--- config.mk ---
export PLATFORM = sky130hd
export DESIGN_NAME = isf_status_flags
export DESIGN_NICKNAME = d
export VERILOG_FILES = /design/src/shared/isf_pkg.sv /design/src/rtl/isf_status_flags.sv
export VERILOG_INCLUDE_DIRS = /design/src /design/src/shared
export SDC_FILE = /design/constraint.sdc
export NUM_CORES = 1
export LEC_CHECK = 0
export CORE_AREA = 2 2 75 70
export CTS_CLUSTER_DIAMETER = 30
export CTS_CLUSTER_SIZE = 30
export DETAILED_ROUTE_END_ITERATION = 6
export DIE_AREA = 0 0 77 72
export DONT_BUFFER_PORTS = 1
export GPL_TIMING_DRIVEN = 0
export PLACE_DENSITY = 0.69
export SLEW_MARGIN = 20
export SYNTH_ARGS = -nofsm -noshare
export SYNTH_HDL_FRONTEND = slang
export SYNTH_SLANG_ARGS = --single-unit
--- constraint.sdc ---
create_clock -name clk_in -period 2.1 [get_ports clk_in]
set_input_delay 0.21 -clock clk_in [delete_from_list [all_inputs] [get_ports clk_in]]
set_output_delay 0.21 -clock clk_in [all_outputs]
set_load 0.1 [all_outputs]
--- src/shared/isf_params.svh ---
`ifndef ISF_PARAMS_SVH
`define ISF_PARAMS_SVH

// register offsets, byte addresses of 32-bit words
`define ISF_OFS_STATUS 8'h00
`define ISF_OFS_ENABLE 8'h04
`define ISF_OFS_CLEAR 8'h08
`define ISF_OFS_MODE 8'h0c
`define ISF_OFS_TXHOLD 8'h10
`define ISF_OFS_RXDATA 8'h14

// flag positions inside the status word
`define ISF_BIT_NACK 1
`define ISF_BIT_REGISTER_ACCESS_READY_FLAG 2
`define ISF_BIT_RRDY 3
`define ISF_BIT_XRDY 4
`define ISF_FLAG_LSB 1
`define ISF_FLAG_MSB 4

// flag vector index (status bit minus one)
`define ISF_IDX_NACK 0
`define ISF_IDX_REGISTER_ACCESS_READY_FLAG 1
`define ISF_IDX_RRDY 2
`define ISF_IDX_XRDY 3

// flag reset value: transmit-ready is forced high in reset
`define ISF_FLAG_RST 4'h8

// mode control fields
`define ISF_MODE_RUN 0
`define ISF_MODE_CTRL 1
`define ISF_MODE_REPEAT 2
`define ISF_MODE_STOP 3
`define ISF_MODE_RST 4'h0

// serial bit counter: ninth rising edge is the acknowledge slot
`define ISF_ACK_CNT 4'h8
`define ISF_CNT_RST 4'h0

`endif

--- src/shared/isf_pkg.sv ---
package isf_pkg;
    typedef logic [7:0] isf_addr_t;
    typedef logic [31:0] isf_data_t;
    typedef logic [7:0] isf_byte_t;
    typedef logic [3:0] isf_flags_t;

    // serial bus watcher states
    typedef enum logic [0:0] {
        ISF_LNK_IDLE = 1'b0,
        ISF_LNK_DATA = 1'b1
    } isf_link_e;
endpackage

--- src/rtl/isf_status_flags.sv ---
`timescale 1ns/1ps
`include "isf_params.svh"
module isf_status_flags (
    // clock and reset
    input wire logic clk_in,
    input wire logic rst_n_in,
    // register port
    input wire isf_pkg::isf_addr_t addr_in,
    input wire isf_pkg::isf_data_t wr_data_in,
    input wire logic wr_in,
    input wire logic rd_in,
    output isf_pkg::isf_data_t rd_data_out,
    // serial bus pins, asynchronous
    input wire logic scl_in,
    input wire logic sda_in,
    // data path events, same clock
    input wire logic tx_load_in,
    input wire logic rx_xfer_in,
    input wire isf_pkg::isf_byte_t rx_shift_in,
    input wire logic addr_sent_in,
    input wire logic start_use_in,
    input wire logic count_zero_in,
    input wire logic word_done_in,
    input wire logic tx_mode_in,
    input wire logic gen_call_in,
    // outputs to data path and processor
    output isf_pkg::isf_byte_t tx_data_out,
    output logic stop_gen_out,
    output logic run_out,
    output logic irq_out
);
    import isf_pkg::*;

    // address match, used by every register decode
    function automatic logic hit(input isf_addr_t a, input isf_addr_t ofs);
        hit = (a == ofs);
    endfunction

    isf_flags_t flags;
    isf_flags_t enable;
    logic [3:0] mode;
    isf_byte_t rx_data;
    logic scl_s1, scl_s2, scl_q;
    logic sda_s1, sda_s2, sda_q;
    isf_link_e link_st, next_link_st;
    logic [3:0] bit_cnt, next_bit_cnt;
    logic ack_slot;

    // register decode
    wire wr_status = wr_in && hit(addr_in, `ISF_OFS_STATUS);
    wire wr_enable = wr_in && hit(addr_in, `ISF_OFS_ENABLE);
    wire wr_clear = wr_in && hit(addr_in, `ISF_OFS_CLEAR);
    wire wr_mode = wr_in && hit(addr_in, `ISF_OFS_MODE);
    wire wr_txhold = wr_in && hit(addr_in, `ISF_OFS_TXHOLD);
    wire rd_rxdata = rd_in && hit(addr_in, `ISF_OFS_RXDATA);
    wire run = mode[`ISF_MODE_RUN];
    wire ctrl = mode[`ISF_MODE_CTRL];
    wire repeat_sel = mode[`ISF_MODE_REPEAT];
    wire stop_req = mode[`ISF_MODE_STOP];
    wire isf_flags_t sw_clr =
        (wr_status || wr_clear) ?
        wr_data_in[`ISF_FLAG_MSB:`ISF_FLAG_LSB] : 4'h0;

    // bus line conditions from the synchronised pins; ack results also use tx_mode_in and gen_call_in
    wire scl_rise = scl_s2 && !scl_q;
    wire start_cond = scl_s2 && scl_q && sda_q && !sda_s2;
    wire stop_cond = scl_s2 && scl_q && !sda_q && sda_s2;
    wire ack_eval = ack_slot && tx_mode_in;
    wire got_nack = ack_eval && (sda_s2 || gen_call_in);
    wire got_ack = ack_eval && !sda_s2 && !gen_call_in;

    // access-ready set sources, controller mode only
    wire register_access_ready_flag_addr = ctrl && addr_sent_in;
    wire register_access_ready_flag_cnt = ctrl && !repeat_sel && !stop_req && count_zero_in;
    wire register_access_ready_flag_rep = ctrl && repeat_sel && word_done_in;
    wire stop_hit = ctrl && !repeat_sel && stop_req && count_zero_in;

    // per-flag hardware set and clear
    wire isf_flags_t hw_set = {
        tx_load_in,
        rx_xfer_in,
        register_access_ready_flag_addr || register_access_ready_flag_cnt || register_access_ready_flag_rep,
        got_nack
    };
    wire isf_flags_t hw_clr = {
        wr_txhold,
        rd_rxdata,
        start_use_in,
        got_ack
    };

    // sticky flags: a set in the clear cycle wins, soft reset wins over all
    genvar gi;
    generate
        for (gi = 0; gi < 4; gi++) begin : g_flag
            localparam isf_flags_t RST_VAL = `ISF_FLAG_RST;
            always_ff @(posedge clk_in or negedge rst_n_in) begin
                if (!rst_n_in) begin
                    flags[gi] <= RST_VAL[gi];
                end else if (!run) begin
                    flags[gi] <= RST_VAL[gi];
                end else begin
                    flags[gi] <= hw_set[gi] ||
                        (flags[gi] && !hw_clr[gi] && !sw_clr[gi]);
                end
            end
        end
    endgenerate

    // software registers
    always_ff @(posedge clk_in or negedge rst_n_in) begin
        if (!rst_n_in) begin
            mode <= `ISF_MODE_RST;
            enable <= 4'h0;
            tx_data_out <= 8'h00;
        end else begin
            if (wr_mode)
                mode <= wr_data_in[3:0];
            if (wr_enable)
                enable <= wr_data_in[`ISF_FLAG_MSB:`ISF_FLAG_LSB];
            if (wr_txhold)
                tx_data_out <= wr_data_in[7:0];
        end
    end

    // receive data capture; stale contents kept through soft reset
    always_ff @(posedge clk_in or negedge rst_n_in) begin
        if (!rst_n_in)
            rx_data <= 8'h00;
        else if (rx_xfer_in)
            rx_data <= rx_shift_in;
    end

    // read data, one cycle after the strobe; write-only words read zero
    wire isf_data_t rd_mux =
        hit(addr_in, `ISF_OFS_STATUS) ? {27'h0, flags, 1'b0} :
        hit(addr_in, `ISF_OFS_ENABLE) ? {27'h0, enable, 1'b0} :
        hit(addr_in, `ISF_OFS_MODE) ? {28'h0, mode} :
        hit(addr_in, `ISF_OFS_RXDATA) ? {24'h0, rx_data} : 32'h0;
    always_ff @(posedge clk_in or negedge rst_n_in) begin
        if (!rst_n_in)
            rd_data_out <= 32'h0;
        else
            rd_data_out <= rd_in ? rd_mux : 32'h0;
    end

    // stop request pulse toward the bus engine
    always_ff @(posedge clk_in or negedge rst_n_in) begin
        if (!rst_n_in)
            stop_gen_out <= 1'b0;
        else
            stop_gen_out <= run && stop_hit;
    end

    // two-flop synchronisers plus one delay stage for edge finding
    always_ff @(posedge clk_in or negedge rst_n_in) begin
        if (!rst_n_in) begin
            scl_s1 <= 1'b1;
            scl_s2 <= 1'b1;
            scl_q <= 1'b1;
            sda_s1 <= 1'b1;
            sda_s2 <= 1'b1;
            sda_q <= 1'b1;
        end else begin
            scl_s1 <= scl_in;
            scl_s2 <= scl_s1;
            scl_q <= scl_s2;
            sda_s1 <= sda_in;
            sda_s2 <= sda_s1;
            sda_q <= sda_s2;
        end
    end

    // bit counter: a start (or repeated start) restarts the byte framing
    always_comb begin
        next_link_st = link_st;
        next_bit_cnt = bit_cnt;
        ack_slot = 1'b0;
        case (link_st)
            ISF_LNK_IDLE: begin
                if (start_cond) begin
                    next_link_st = ISF_LNK_DATA;
                    next_bit_cnt = `ISF_CNT_RST;
                end
            end
            ISF_LNK_DATA: begin
                if (stop_cond) begin
                    next_link_st = ISF_LNK_IDLE;
                end else if (start_cond) begin
                    next_bit_cnt = `ISF_CNT_RST;
                end else if (scl_rise) begin
                    if (bit_cnt == `ISF_ACK_CNT) begin
                        ack_slot = 1'b1;
                        next_bit_cnt = `ISF_CNT_RST;
                    end else begin
                        next_bit_cnt = bit_cnt + 4'h1;
                    end
                end
            end
            default: begin
                next_link_st = ISF_LNK_IDLE;
            end
        endcase
    end

    // watcher state; forced idle with the bit counter cleared while the module is held in soft reset
    always_ff @(posedge clk_in or negedge rst_n_in) begin
        if (!rst_n_in) begin
            link_st <= ISF_LNK_IDLE;
            bit_cnt <= `ISF_CNT_RST;
        end else if (!run) begin
            link_st <= ISF_LNK_IDLE;
            bit_cnt <= `ISF_CNT_RST;
        end else begin
            link_st <= next_link_st;
            bit_cnt <= next_bit_cnt;
        end
    end

    // interrupt level: any enabled sticky flag
    assign irq_out = |(flags & enable);
    assign run_out = run;
endmodule // isf_status_flags

==> impl_metrics.tcl <==
set metrics [dict create \
    viasPerCell 5.04 \
    synth_edf_count 0 \
    portBuffers 0 \
    finalCritPeriodShare 0.949 \
    dp_hpwl_um 3200 \
    grt-ovfl-total 0 \
    end_kind "flop" \
    route.met2.wl_um 1960 \
    yosysWarnings 0 \
    arrival_ns 2.23 \
    cts_made_buffers 5 \
    ys_ff_latch 48 \
    root_buffer "clkbuf_8" \
    timing.hold.worst.class "input port to flop" \
    antenna_found_initial 0 \
    max-cap-violations 0 \
    drt_iter0_drc 103 \
    die_h_um 72 \
    crit_path_max_fanout 10 \
    row_count 24 \
    synth_area_um2 2290 \
    tightest_slew_ns 0.920 \
    die_w_um 77 \
    dr_total_vias 1492 \
    hold_viol_final 0 \
    post_drt_wl_per_cell_um 14.7 \
    place.gp.congestion 0.810 \
    wl_met1_um 1930 \
    dr.pass1.iters 4 \
    die-area_um2 5540 \
    synth_cell_types 41 \
    synthFlopType "dfrtp_1" \
    postSynth.asyncResetShare 1.00 \
    power.density_nw_per_um2 753 \
    setup_viol 0 \
    fin_util 0.553 \
    grt_setup_unrepaired "no" \
    drive_gt1_frac 0.316 \
    outcome "complete, no violations" \
    grt_max_degree 49 \
    yosysSeqAreaShare 0.528 \
    multi_input_area_um2 940 \
    worstSkewPairLatency_ns 0.31 \
    path_clk_slew_ns 0.10 \
    finalInstanceArea_um2 2620 \
    avgSynthCellArea_um2 11.7 \
    fillers 425 \
    postRouteAntennaNets 0 \
    coreArea_um2 4740 \
    grt_pass1_vias 1394 \
    relSlewSlack 0.385 \
    leakage_nw 1.26 \
    power_mw 1.98 \
    fmax_mhz 502 \
    wirelength_um 4360 \
    finClkSkew_ns 0.00654 \
    fin_ws_ns 0.107 \
    start_util 0.483 \
    ir_drop_uv 557 \
    highest_layer "met4" \
    placed_area_um2 2460 \
    antenna_cells 0 \
    syn2layout_area_growth_pct 14.5 \
    cts_tree "yes" \
    pin_count 105 \
    start_kind "flop" \
    layout.nets 294 \
    syn_inst 195 \
    htreeDepth 2 \
    hold_slack_ns 0.0446 \
    drc 0 \
    ctsLongestPathBuffers 2 \
    post_cts_buffers 0 \
    path_class "flop to flop" \
    worstPathRequired_ns 2.34 \
    regArea_um2 1210 \
    fin_crit_ns 1.99 \
    grt_pass1_wl_um 6890 \
    grt_usage 0.161 \
    dp_slack_ns -0.318 \
    cts_sinks 48 \
    final_max_slew_viol_count 0 \
    wl_met3_um 400 \
]
report_power, final:
part | switching, mW | internal [mW] | total [mW]
sequential | 0.0891 | 0.964 | 1.05
clock | 0.335 | 0.245 | 0.580
combinational | 0.256 | 0.0861 | 0.342
layout make-up:
type,instances,share of cell area
Buffer,29,0.0768
Clock buffer,5,0.0262
Clock inverter,3,0.0100
Inverter,7,0.0100
Multi-Input combinational cell,134,0.358
Sequential cell,48,0.462
Tap cell,65,0.0310
Timing Repair Buffer,5,0.0258
repair_timing:
item	in CTS	in global routing
endpoints found under the hold margin	51	0
resized for setup	2	0
setup endpoints to repair	4	0
hold buffers	5	0
through the flow:
step / cells / setup TNS, ns
6_report: 296 / 0
3_5_place_dp: 283 / -0.959
2_1_floorplan: 218 / 0
3_3_place_gp: 283 / -0.793
5_1_grt: 296 / 0
4_1_cts: 296 / 0
Yosys cell counts, types with 2 or more instances:
master | instances | share of area
nor2_1 | 8 | 0.013
buf_4 | 24 | 0.079
nand2_1 | 13 | 0.021
nor3_1 | 3 | 0.0066
nor4b_4 | 2 | 0.021
and3b_1 | 2 | 0.0077
o31ai_1 | 2 | 0.0066
inv_1 | 7 | 0.011
dfstp_2 | 7 | 0.080
and3_1 | 3 | 0.0082
a21oi_1 | 3 | 0.0066
ha_1 | 2 | 0.011
nand4_1 | 2 | 0.0055
mux2_2 | 26 | 0.13
o21ai_0 | 5 | 0.011
mux2i_1 | 2 | 0.0087
clkbuf_1 | 3 | 0.0049
a21o_1 | 3 | 0.0098
and2_1 | 5 | 0.014
nor3b_1 | 2 | 0.0066
nand3_1 | 5 | 0.011
a22oi_1 | 6 | 0.020
dfrtp_1 | 41 | 0.45
o2bb2ai_1 | 2 | 0.0077
cells in the final DEF, fill, tap and decap left out, drive strengths merged, types with 2 or more instances in the layout:
| cell | Yosys | final |
|---|---|---|
| a21o | 3 | 3 |
| a21oi | 3 | 3 |
| a22oi | 6 | 6 |
| and2 | 5 | 5 |
| and3 | 3 | 3 |
| and3b | 2 | 2 |
| buf | 26 | 27 |
| clkbuf | 3 | 8 |
| conb | 1 | 24 |
| dfrtp | 41 | 41 |
| dfstp | 7 | 7 |
| dlygate4sd3 | 0 | 4 |
| ha | 2 | 2 |
| inv | 7 | 9 |
| mux2 | 26 | 26 |
| mux2i | 2 | 2 |
| nand2 | 14 | 14 |
| nand3 | 5 | 5 |
| nand4 | 2 | 2 |
| nor2 | 8 | 8 |
| nor3 | 3 | 3 |
| nor3b | 2 | 2 |
| nor4b | 3 | 3 |
| o21ai | 5 | 5 |
| o2bb2ai | 2 | 2 |
| o31ai | 2 | 2 |
routing by layer:
metal | GRT usage | up-vias
li1 | - | 706
met1 | 0.216 | 707
met2 | 0.248 | 71
met3 | 0.0498 | 8
met4 | 0.0655 | 0
met5 | 0 | -
sequential cells by signal, indices dropped and copies added (netlist names), 4 cells and up:
register and cells:
flags 4, rd_data_out 8, bit_cnt 4, rx_data 8, enable 4, mode 4, tx_data_out 8
worst paths after layout:
kind                          startpoint              to  slack (ns)  cells past startpoint
max reg2reg                      mode[0]      bit_cnt[2]        0.11                      4
max in group asynchronous       rst_n_in        flags[3]        1.43                      2
min                        wr_data_in[0]         mode[0]        0.04                      1
min reg2reg                       scl_s1          scl_s2        0.36                      0
max                              mode[0]      bit_cnt[2]        0.11                      4
min in group asynchronous       rst_n_in  tx_data_out[0]        0.40                      2
worst max-delay path, stage by stage (launching register included):
cell and delay (ns):
dfrtp_2 0.69, clkbuf_2 0.32, o211ai_1 0.24, or3b_2 0.52, o2bb2ai_1 0.15
cell families (layout without fill, tap and decap cells):
group / after synthesis / after routing / share of synthesized area
compound gates: 28 / 28 / 0.0852
fa+ha+maj: 2 / 2 / 0.0109
buf+inv: 36 / 49 / 0.0989
flops: 48 / 48 / 0.528
mux: 28 / 28 / 0.137
other cells: 1 / 24 / 0.00164
simple gates: 52 / 52 / 0.138
Power figures use the tool's default switching activity.
